==> config.mk <==
export PLATFORM = sky130hd
export DESIGN_NAME = flt_fastlock_timeout
export DESIGN_NICKNAME = d
export VERILOG_FILES = /design/src/common/flt_pkg.sv /design/src/logic/flt_fastlock_timeout.sv
export VERILOG_INCLUDE_DIRS = /design/src /design/src/common
export SDC_FILE = /design/constraint.sdc
export NUM_CORES = 1
export LEC_CHECK = 0
export BUFFER_PORTS_ARGS = -buffer_cell sky130_fd_sc_hd__buf_2
export CAP_MARGIN = 20
export CORE_MARGIN = 10
export CORE_UTILIZATION = 50
export DETAILED_ROUTE_END_ITERATION = 16
export PLACE_DENSITY = 0.78
export SYNTH_ARGS = -nofsm -noshare
export SYNTH_HDL_FRONTEND = slang
export SYNTH_SLANG_ARGS = --single-unit
export TNS_END_PERCENT = 5
==> constraint.sdc <==
create_clock -name clk_sys_i -period 2.85 [get_ports clk_sys_i]
set_input_delay 0.285 -clock clk_sys_i [delete_from_list [all_inputs] [get_ports clk_sys_i]]
set_output_delay 0.285 -clock clk_sys_i [all_outputs]
set_load 0.005 [all_outputs]
==> src/common/flt_map.svh <==
// constants for the fastlock timeout control block
`ifndef FLT_MAP_SVH
`define FLT_MAP_SVH
`define FLT_WORD_W 22
`define FLT_ADDR_LSB 0
`define FLT_ADDR_MSB 1
`define FLT_ADDR_TIMEOUT 2'h2
`define FLT_CNT_LSB 2
`define FLT_CNT_MSB 13
`define FLT_SEL_MSB_BIT 14
`define FLT_PAD_LSB 15
`define FLT_PAD_MSB 21
`define FLT_CNT_W 12
`define FLT_CODE_TRI 12'h000
`define FLT_CODE_MAN 12'h001
`define FLT_CODE_LOW 12'h002
`define FLT_CODE_HIGH 12'h003
`define FLT_CODE_MIN 12'h004
`define FLT_CNT_RESET 12'h000
`define FLT_SEL_W 3
`define FLT_SEL_RSVD 3'h7
`endif

==> src/common/flt_pkg.sv <==
// types for the fastlock timeout control block
package flt_pkg;
	// fastlock mode decoded from the timeout word
	typedef enum logic [2:0] {
		FLT_OFF,
		FLT_MANUAL,
		FLT_FORCE_LOW,
		FLT_FORCE_HIGH,
		FLT_TIMED,
		FLT_EXPIRED
	} flt_mode_t;
endpackage

==> src/logic/flt_fastlock_timeout.sv <==
// fastlock timeout control: pin state, charge pump gain, output select msb
//
// Contract
// RULE1: zero: pin released, gain from normal bit
// RULE2: one: pin low, gain forced 4x
// RULE3: two: pin low, gain from normal bit
// RULE4: three: pin high, gain from normal bit
// RULE5: four upward: timed fastlock over pd events
// RULE6: timed: 4x until count reaches zero
// RULE7: timeout value is word bits 13:2
// RULE8: word bit 14 is select msb
// RULE9: gain bit clear 1x, set 4x; after expiry the code gives 1x whatever the bit
// RULE10: three select bits pick output source
// RULE11: controller sends address 10, zero padding
// RULE12: load on latch, decrement per event, release
`timescale 1ns/10ps
`default_nettype none
`include "flt_map.svh"
module flt_fastlock_timeout #(
	parameter int CNT_W = `FLT_CNT_W // timeout counter width
) (
	input wire logic clk_sys_i, // system clock, 200 MHz
	input wire logic arst_n_i, // async reset, active low
	input wire logic [`FLT_WORD_W-1:0] word_i, // latched programming word
	input wire logic word_load_i, // one-cycle latch strobe
	input wire logic pd_event_i, // phase detector event strobe
	input wire logic gain_select_i, // normal charge pump gain bit
	input wire logic [1:0] sel_low_i, // low two output select bits
	output logic fastlock_switch_pin_o, // pin output level
	output logic fastlock_switch_pin_oe_o, // pin drive enable
	output logic charge_pump_4x_o, // 1: 4x current, 0: 1x
	output logic [`FLT_SEL_W-1:0] output_select_o, // full select code
	output logic output_select_rsvd_o, // reserved code selected
	output logic fastlock_active_o, // timed fastlock running
	output var flt_pkg::flt_mode_t mode_o // current mode
);
	import flt_pkg::*;

	// held state
	// mode and count change only on an accepted word or an event
	logic [CNT_W-1:0] fastlock_timeout_count; // remaining events
	logic output_select_msb; // select msb from word
	flt_mode_t mode; // current mode
	logic pd_sync1; // pd event first stage
	logic pd_sync2; // pd event second stage
	logic pd_prev; // for edge detect

	// decode of incoming word
	wire addr_hit = word_i[`FLT_ADDR_MSB:`FLT_ADDR_LSB]
		== `FLT_ADDR_TIMEOUT; // RULE11
	wire take_word = word_load_i && addr_hit; // timeout word latched
	wire [CNT_W-1:0] new_count =
		CNT_W'(word_i[`FLT_CNT_MSB:`FLT_CNT_LSB]); // RULE7
	wire new_sel_msb = word_i[`FLT_SEL_MSB_BIT]; // RULE8
	wire pd_tick = pd_sync2 && !pd_prev; // one per event
	wire cnt_last = fastlock_timeout_count == CNT_W'(1); // final event

	// map value to mode
	function automatic flt_mode_t decode_mode(input logic [CNT_W-1:0] v);
		if (v == CNT_W'(`FLT_CODE_TRI)) begin
			decode_mode = FLT_OFF; // RULE1
		end else if (v == CNT_W'(`FLT_CODE_MAN)) begin
			decode_mode = FLT_MANUAL; // RULE2
		end else if (v == CNT_W'(`FLT_CODE_LOW)) begin
			decode_mode = FLT_FORCE_LOW; // RULE3
		end else if (v == CNT_W'(`FLT_CODE_HIGH)) begin
			decode_mode = FLT_FORCE_HIGH; // RULE4
		end else begin
			decode_mode = FLT_TIMED; // RULE5
		end
	endfunction

	// next state
	// a word and an event in one cycle: the word wins, the event is lost
	flt_mode_t next_mode;
	logic [CNT_W-1:0] next_count;
	always_comb begin
		next_mode = mode;
		next_count = fastlock_timeout_count;
		if (take_word) begin
			next_mode = decode_mode(new_count); // RULE12
			next_count = new_count; // RULE12
		end else begin
			case (mode)
				FLT_TIMED: begin
					if (pd_tick) begin
						next_count = fastlock_timeout_count - CNT_W'(1); // RULE12
						if (cnt_last) begin
							next_mode = FLT_EXPIRED; // RULE6
						end
					end
				end
				default: begin
					next_mode = mode; // static modes hold
				end
			endcase
		end
	end

	// pd event synchroniser
	// only the second stage feeds logic; the first may be metastable
	always_ff @(posedge clk_sys_i or negedge arst_n_i) begin
		if (!arst_n_i) begin
			pd_sync1 <= 1'b0;
			pd_sync2 <= 1'b0;
			pd_prev <= 1'b0;
		end else begin
			pd_sync1 <= pd_event_i;
			pd_sync2 <= pd_sync1;
			pd_prev <= pd_sync2;
		end
	end

	// state registers
	always_ff @(posedge clk_sys_i or negedge arst_n_i) begin
		if (!arst_n_i) begin
			mode <= FLT_OFF;
			fastlock_timeout_count <= CNT_W'(`FLT_CNT_RESET);
			output_select_msb <= 1'b0;
		end else begin
			mode <= next_mode;
			fastlock_timeout_count <= next_count;
			if (take_word) begin
				output_select_msb <= new_sel_msb; // RULE8
			end
		end
	end

	// output decode
	wire pin_oe = (mode == FLT_MANUAL) || (mode == FLT_FORCE_LOW)
		|| (mode == FLT_FORCE_HIGH) || (mode == FLT_TIMED); // RULE1
	wire pin_lvl = (mode == FLT_FORCE_HIGH); // RULE4
	// expiry drops to 1x whatever the normal gain bit says
	wire cp_4x = (mode == FLT_MANUAL) || (mode == FLT_TIMED)
		|| (gain_select_i
		&& (mode != FLT_EXPIRED)); // RULE6 RULE9

	// registered outputs
	// every output is a flop, so each one decoded from mode lags mode by one edge
	always_ff @(posedge clk_sys_i or negedge arst_n_i) begin
		if (!arst_n_i) begin
			fastlock_switch_pin_o <= 1'b0;
			fastlock_switch_pin_oe_o <= 1'b0;
			charge_pump_4x_o <= 1'b0;
			output_select_o <= '0;
			output_select_rsvd_o <= 1'b0;
			fastlock_active_o <= 1'b0;
			mode_o <= FLT_OFF;
		end else begin
			fastlock_switch_pin_o <= pin_lvl; // RULE2 RULE3
			fastlock_switch_pin_oe_o <= pin_oe; // RULE1
			charge_pump_4x_o <= cp_4x; // RULE9
			output_select_o <= {output_select_msb, sel_low_i}; // RULE10
			output_select_rsvd_o <=
				{output_select_msb, sel_low_i} == `FLT_SEL_RSVD; // RULE10
			fastlock_active_o <= (mode == FLT_TIMED); // RULE5
			mode_o <= mode;
		end
	end

	// assertions: outputs are registered, so each looks one edge later, except a_sel_msb (two edges) and a_rsvd_flag (same edge)
	// fastlock off: pin released
	a_zero_releases_pin: assert property (@(posedge clk_sys_i) // RULE1
		disable iff (!arst_n_i) mode == FLT_OFF |=> !fastlock_switch_pin_oe_o)
		else $error("pin driven while fastlock off");
	// fastlock off: gain from the normal bit
	a_off_gain_follows: assert property (@(posedge clk_sys_i) // RULE9
		disable iff (!arst_n_i) mode == FLT_OFF
		|=> charge_pump_4x_o == $past(gain_select_i))
		else $error("gain wrong while fastlock off");
	// manual fastlock: pin driven low, gain forced to 4x
	a_manual_forces_gain: assert property (@(posedge clk_sys_i) // RULE2
		disable iff (!arst_n_i) mode == FLT_MANUAL
		|=> charge_pump_4x_o && fastlock_switch_pin_oe_o
		&& !fastlock_switch_pin_o)
		else $error("manual mode output wrong");
	// forced low: pin driven low, gain from the normal bit
	a_low_follows_gain: assert property (@(posedge clk_sys_i) // RULE3
		disable iff (!arst_n_i) mode == FLT_FORCE_LOW
		|=> charge_pump_4x_o == $past(gain_select_i)
		&& fastlock_switch_pin_oe_o && !fastlock_switch_pin_o)
		else $error("force low mode output wrong");
	// forced high: pin driven high
	a_high_drives_pin: assert property (@(posedge clk_sys_i) // RULE4
		disable iff (!arst_n_i) mode == FLT_FORCE_HIGH
		|=> fastlock_switch_pin_o && fastlock_switch_pin_oe_o)
		else $error("force high mode output wrong");
	// values of four upward start a timed fastlock
	a_timed_load: assert property (@(posedge clk_sys_i) // RULE5
		disable iff (!arst_n_i)
		take_word && new_count >= CNT_W'(`FLT_CODE_MIN)
		|=> mode == FLT_TIMED ##1 fastlock_active_o)
		else $error("timed fastlock not started");
	// timed fastlock: pin driven low, gain held at 4x
	a_timed_holds_gain: assert property (@(posedge clk_sys_i) // RULE6
		disable iff (!arst_n_i) mode == FLT_TIMED
		|=> charge_pump_4x_o && fastlock_switch_pin_oe_o
		&& !fastlock_switch_pin_o)
		else $error("timed fastlock output wrong");
	// last event ends the timed fastlock
	a_timed_expiry: assert property (@(posedge clk_sys_i) // RULE6
		disable iff (!arst_n_i) mode == FLT_TIMED && cnt_last && pd_tick
		&& !take_word |=> mode == FLT_EXPIRED ##1 !fastlock_active_o)
		else $error("timed fastlock did not expire");
	// after expiry: pin released, gain back to 1x
	a_expired_drops: assert property (@(posedge clk_sys_i) // RULE6 RULE12
		disable iff (!arst_n_i) mode == FLT_EXPIRED
		|=> !charge_pump_4x_o && !fastlock_switch_pin_oe_o)
		else $error("expired fastlock output wrong");
	// value field lands in the counter
	a_word_fields: assert property (@(posedge clk_sys_i) // RULE7
		disable iff (!arst_n_i) take_word
		|=> fastlock_timeout_count == $past(new_count))
		else $error("timeout value not loaded");
	// select msb reaches the select code two edges on
	a_sel_msb: assert property (@(posedge clk_sys_i) // RULE8
		disable iff (!arst_n_i) take_word
		|=> ##1 output_select_o[2] == $past(word_i[`FLT_SEL_MSB_BIT], 2))
		else $error("select msb not taken");
	// one step down per event
	a_count_step: assert property (@(posedge clk_sys_i) // RULE12
		disable iff (!arst_n_i) mode == FLT_TIMED && pd_tick && !take_word
		|=> fastlock_timeout_count
		== $past(fastlock_timeout_count) - CNT_W'(1))
		else $error("count did not step");
	// reserved select code is flagged, and only that code
	a_rsvd_flag: assert property (@(posedge clk_sys_i) // RULE10
		disable iff (!arst_n_i)
		output_select_rsvd_o == (output_select_o == `FLT_SEL_RSVD))
		else $error("reserved select flag wrong");
endmodule
`default_nettype wire

### After elaboration in Yosys (flattened, before gate mapping)

Cells that the tools add are included.

| word-level totals | value |
|---|---|
| register bits | 30 |
| bits of input ports | 29 |
| output and inout bits | 11 |
| logic and storage cells | 51 |

| operators by class | value |
|---|---|
| add/subtract/negate cells | 1 |
| eq/ne operators | 11 |
| multiplexer cells | 11 |
| reductions and logical operators | 15 |

Operator list:

| cell | count |
|---|---|
| 12-bit 2-to-1 mux | 3 |
| 12-bit by 1-bit == test with 1-bit output, second input constant | 2 |
| 12-bit by 2-bit == test with 1-bit output, second input constant | 2 |
| 3-bit 2-to-1 mux | 8 |
| 12-bit logical NOT | 1 |
| 12-bit by 1-bit subtractor with 12-bit output, second input constant | 1 |
| 3-bit by 2-bit == test with 1-bit output, second input constant | 2 |
| 3-bit == test, second input constant | 2 |
| 2-bit nonzero test | 3 |
| 1-bit logical OR | 5 |
| 3-bit by 1-bit == test with 1-bit output, second input constant | 1 |
| 1-bit logical AND | 3 |
| 3-bit != test, second input constant | 1 |
| 3-bit AND reduction | 1 |
| 2-bit == test, second input constant | 1 |
| 2-bit AND reduction | 1 |
| 1-bit logical NOT | 1 |

### Depth between registers and ports, before layout

| logic depth | value |
|---|---|
| depth in word-level cells | 6 |
| depth in mapped cells | 6 |
| depth with buffers taken out | 6 |

### Least setup slack after synthesis

No wires, ideal clock.

| timing | value |
|---|---|
| kind | flip-flop to flip-flop |
| from | register fastlock_timeout_count[5] |
| to | register fastlock_timeout_count[10] |
| setup time | 0.082 ns |
| arrival time | 1.898 ns |
| data required time | 2.768 ns |
| setup slack | 0.870 ns |
| cell stages (with the launch flop) | 5 |
| path buffers | 0 |
| clock period less this slack | 1.980 ns |
| cell sequence | dfrtp_1 -> or4_4 -> or4_4 -> or4_1 -> a31oi_1 |

| on the way | value |
|---|---|
| cells in the longest elaborated chain, start to end | 4 |

RTL lines:

| what | line | RTL |
|---|---|---|
| start, declared | flt_fastlock_timeout.sv:41 | `logic [CNT_W-1:0] fastlock_timeout_count;` |
| start signal, assigned | flt_fastlock_timeout.sv:118 | `` fastlock_timeout_count <= CNT_W'(`FLT_CNT_RESET); `` |
| start signal, assigned | flt_fastlock_timeout.sv:122 | `fastlock_timeout_count <= next_count;` |
| 12-bit by 1-bit subtractor with 12-bit output | flt_fastlock_timeout.sv:87 | `next_count = fastlock_timeout_count - CNT_W'(1);` |
| 12-bit 2-to-1 mux | flt_fastlock_timeout.sv:86 | `if (pd_tick) begin` |
| 12-bit 2-to-1 mux | flt_fastlock_timeout.sv:84 | `case (mode)` |
| 12-bit 2-to-1 mux | flt_fastlock_timeout.sv:80 | `if (take_word) begin` |

No other way between the ends. The select of a mux whose other input is x is not followed.
A chain may end at the register's enable or synchronous reset.

### Worst setup path in the final report

| timing | value |
|---|---|
| from | register fastlock_timeout_count[0] |
| to | register fastlock_timeout_count[11] |

The elaborated chain is that of the path after synthesis.

==> impl_metrics.py <==
metrics = {
    "timing": {
        "fin_crit_ps": 2130,
        "finalSetupTns_ps": 0,
        "slew_headroom_pct": 57.5,
        "rsz0062_at_grt": "no",
        "setup_viol": 0,
        "worstMarginPinSlew_ps": 637,
        "fmax_mhz": 469,
        "hold_viol_final": 0,
        "drv_slew": 0,
        "finClkSkew_ps": 7.33,
        "fin_crit_sh_pct": 74.7,
    },
    "global_route": {
        "grt_overflow": 0,
        "grt_max_degree": 31,
        "globalRouteTotalUtil_pct": 11.1,
        "grt_pass1_wl_mm": 4.52,
        "antenna_found_initial": 0,
        "first_global_vias": 1050,
    },
    "final_layout": {
        "drive_above_1_share_pct": 28.0,
        "fin_area_mm2": 0.00157,
        "antenna_cells": 0,
        "syn_to_final_growth_pct": 19.8,
        "layout.cells.non_filler": 191,
        "nNetsFinal": 191,
    },
    "place": {
        "dp.cells": 182,
        "hpwl_mm": 2.03,
        "port-buffer-count": 32,
        "dpl_cell_area_mm2": 0.00150,
        "gp_congestion": 0.766,
    },
    "worst_setup_path": {
        "crit_fanout": 5,
        "crit_path_end_kind": "register",
        "crit_type": "register to register",
        "rr_worst_depth": 4,
        "setup.worst_path.start_class": "register",
        "rrSetupSlack_ps": 720,
        "crit_arrival_ps": 2400,
        "reg2reg_to": "fastlock_timeout_count[11]$_DFFE_PN0P_",
        "critPathRequiredTime_ps": 3120,
        "timing.rr.start": "fastlock_timeout_count[0]$_DFFE_PN0P_",
    },
    "yosys": {
        "ys_ff_latch": 30,
        "synth.area.top_cells": "dfrtp_1 (57%), xnor2_1 (5.3%), nand2_1 (4.6%), o21ai_0 (4.2%), nor2_1 (3.4%)",
        "synth_top_area_share_pct": 57.3,
        "ys_warn_count": 0,
        "syn_area_per_cell_um2": 10.7,
        "syn_nets": 154,
        "syn_area_mm2": 0.00131,
        "synth.largest_area_cell": "dfrtp_1",
        "yosysUniqueCellTypes": 27,
        "synth.yosys.seq_area_share_pct": 57.3,
        "synthCells": 123,
    },
    "routing": {
        "route.met3.wl_um": 272,
        "wl_met1_mm": 1.17,
        "route.met2.wl_mm": 1.17,
        "drt_iter0_markers": 53,
        "viasPerCell": 5.40,
        "totalWireLength_mm": 2.66,
        "drtAntennaViolNets": 0,
        "topRoutingLayerUsed": "met4",
        "firstDrtPassIters": 4,
        "post-route-drc-count": 0,
        "via_count": 1031,
        "drt-wirelength-per-cell_um": 13.9,
    },
    "status": {
        "status": "complete, no violations",
    },
    "clocking": {
        "cts_resized": 0,
        "clk_pin_slew_ps": 80,
        "cts_tree": "yes",
        "h-tree-depth": 2,
        "clk_path_buf_depth": 2,
        "cts.sinks": 30,
        "hold_buffers": 1,
        "clk_latency_ps": 330,
        "clockRootBuffer": "clkbuf_4",
        "postCtsSetupRepairBufs": 0,
        "cts_made_buffers": 5,
    },
    "power": {
        "cellLeakagePower_nw": 0.694,
        "ir_drop_uv": 489,
        "p_per_area_mw_per_mm2": 668,
    },
    "hold_path": {
        "min_path_cells": 1,
        "hold_path_startpoint": "pd_event_i",
        "hp-class": "input port to register",
        "whs_endpoint": "pd_sync1$_DFF_PN0_",
    },
    "flow_run": {
        "max_cap_viol_count": 0,
    },
    "floorplanning": {
        "die-area_mm2": 0.00507,
        "die_y_um": 71.2,
        "io_pins": 40,
        "initial_utilization_pct": 52.4,
        "core_area_mm2": 0.00250,
        "num_rows": 18,
        "die_width_um": 71.2,
    },
}
==> placed cells by master (no fill, tap or decap) <==
master,instances
a22oi_1,2
buf_2,32
clkbuf_4,5
clkbuf_8,1
a31oi_1,3
o21ai_0,11
nor4_1,5
nor2_1,12
clkbuf_1,1
buf_4,1
inv_1,4
ha_1,2
nor3_1,3
and3_1,1
nor4b_1,1
or3b_1,1
nand2_1,16
or4_1,3
nand3b_1,5
dfrtp_1,30
or3_1,1
or4_4,2
dlygate4sd3_1,1
or4b_2,1
mux2_2,2
and3b_1,1
or2_1,1
xnor2_1,8
o31ai_1,2
xor2_1,1
and4_1,1
clkinv_2,1
==> routing by layer <==
| metal | vias to the layer above | track usage, % |
|---|---|---|
| met2 | 43 | 16.8 |
| met1 | 473 | 12.4 |
| met4 | 0 | 5.16 |
| met3 | 8 | 6.14 |
| li1 | 507 | - |
| met5 | - | 0 |
==> cell families (layout without fill, tap and decap cells) <==
| kind of cell | count (synthesis) | in the layout | synth area share [%] |
|---|---|---|---|
| compound gates | 18 | 18 | 7.93 |
| mux | 2 | 2 | 1.72 |
| fa+ha+maj | 2 | 2 | 1.91 |
| flops | 30 | 30 | 57.3 |
| xor+xnor | 9 | 9 | 6.02 |
| buf+inv | 8 | 46 | 2.39 |
| simple gates | 54 | 54 | 22.7 |
==> where the power goes <==
group          switching (W)  internal, W
logic               0.000106     0.000115
clock network       0.000141     0.000119
registers          0.0000681     0.000499
total               0.000315     0.000733
==> final cells by class <==
type / instances / area, um^2
clock buffer: 7 / 55.1
clock inverter: 1 / 5.00
fill: 217 / 931
inverter: 4 / 15.0
multi-input combinational: 85 / 528
sequential: 30 / 751
tap: 30 / 37.5
timing repair buffer: 34 / 178
==> critical path, cell delays in order (launching register included) <==
cell and delay [ps]:
dfrtp_1 410, or4b_2 750, nor4_1 470, mux2_2 390, nand2_1 50
==> state kept, by name, summed over array words and instances (netlist names), 3 cells and up <==
register	flops
fastlock_timeout_count	12
mode_o	3
mode	3
output_select_o	3
==> synth_stat cells, drive strengths merged <==
library cell,count
and3b,1
ha,2
and3,1
nor3,3
a22oi,2
or4b,1
clkbuf,3
nand3b,5
o31ai,2
and4,1
nand2,16
or2,1
nor4b,1
nor2,12
buf,1
xnor2,8
a31oi,3
or3b,1
or3,1
mux2,2
inv,4
nor4,5
xor2,1
o21ai,11
dfrtp,30
or4,5
==> worst max path at each step <==
stage / cells past startpoint / slack, ps / from / end
final: 4 / 720 / fastlock_timeout_count[0]$_DFFE_PN0P_ / fastlock_timeout_count[11]$_DFFE_PN0P_
after global routing: 4 / 590 / fastlock_timeout_count[0]$_DFFE_PN0P_ / fastlock_timeout_count[11]$_DFFE_PN0P_
after CTS: 4 / 700 / fastlock_timeout_count[0]$_DFFE_PN0P_ / fastlock_timeout_count[11]$_DFFE_PN0P_
after detailed placement: 4 / 730 / fastlock_timeout_count[0]$_DFFE_PN0P_ / fastlock_timeout_count[11]$_DFFE_PN0P_
after global placement: 4 / 770 / fastlock_timeout_count[0]$_DFFE_PN0P_ / fastlock_timeout_count[11]$_DFFE_PN0P_
after floorplan: 4 / 870 / fastlock_timeout_count[5]$_DFFE_PN0P_ / fastlock_timeout_count[10]$_DFFE_PN0P_
==> metrics by stage <==
step,utilization (%),power [W],hold slack [ps],setup slack (ps)
after floorplan,-,0.000720,-10.6,870
after global placement,60.0,0.000781,333,767
after detailed placement,60.0,0.000796,339,728
after CTS,62.8,0.00106,44.9,698
after global routing,62.8,0.00112,47.8,586
final,62.8,0.00105,56.8,720
Note: power is estimated with default switching activity, not from simulation.
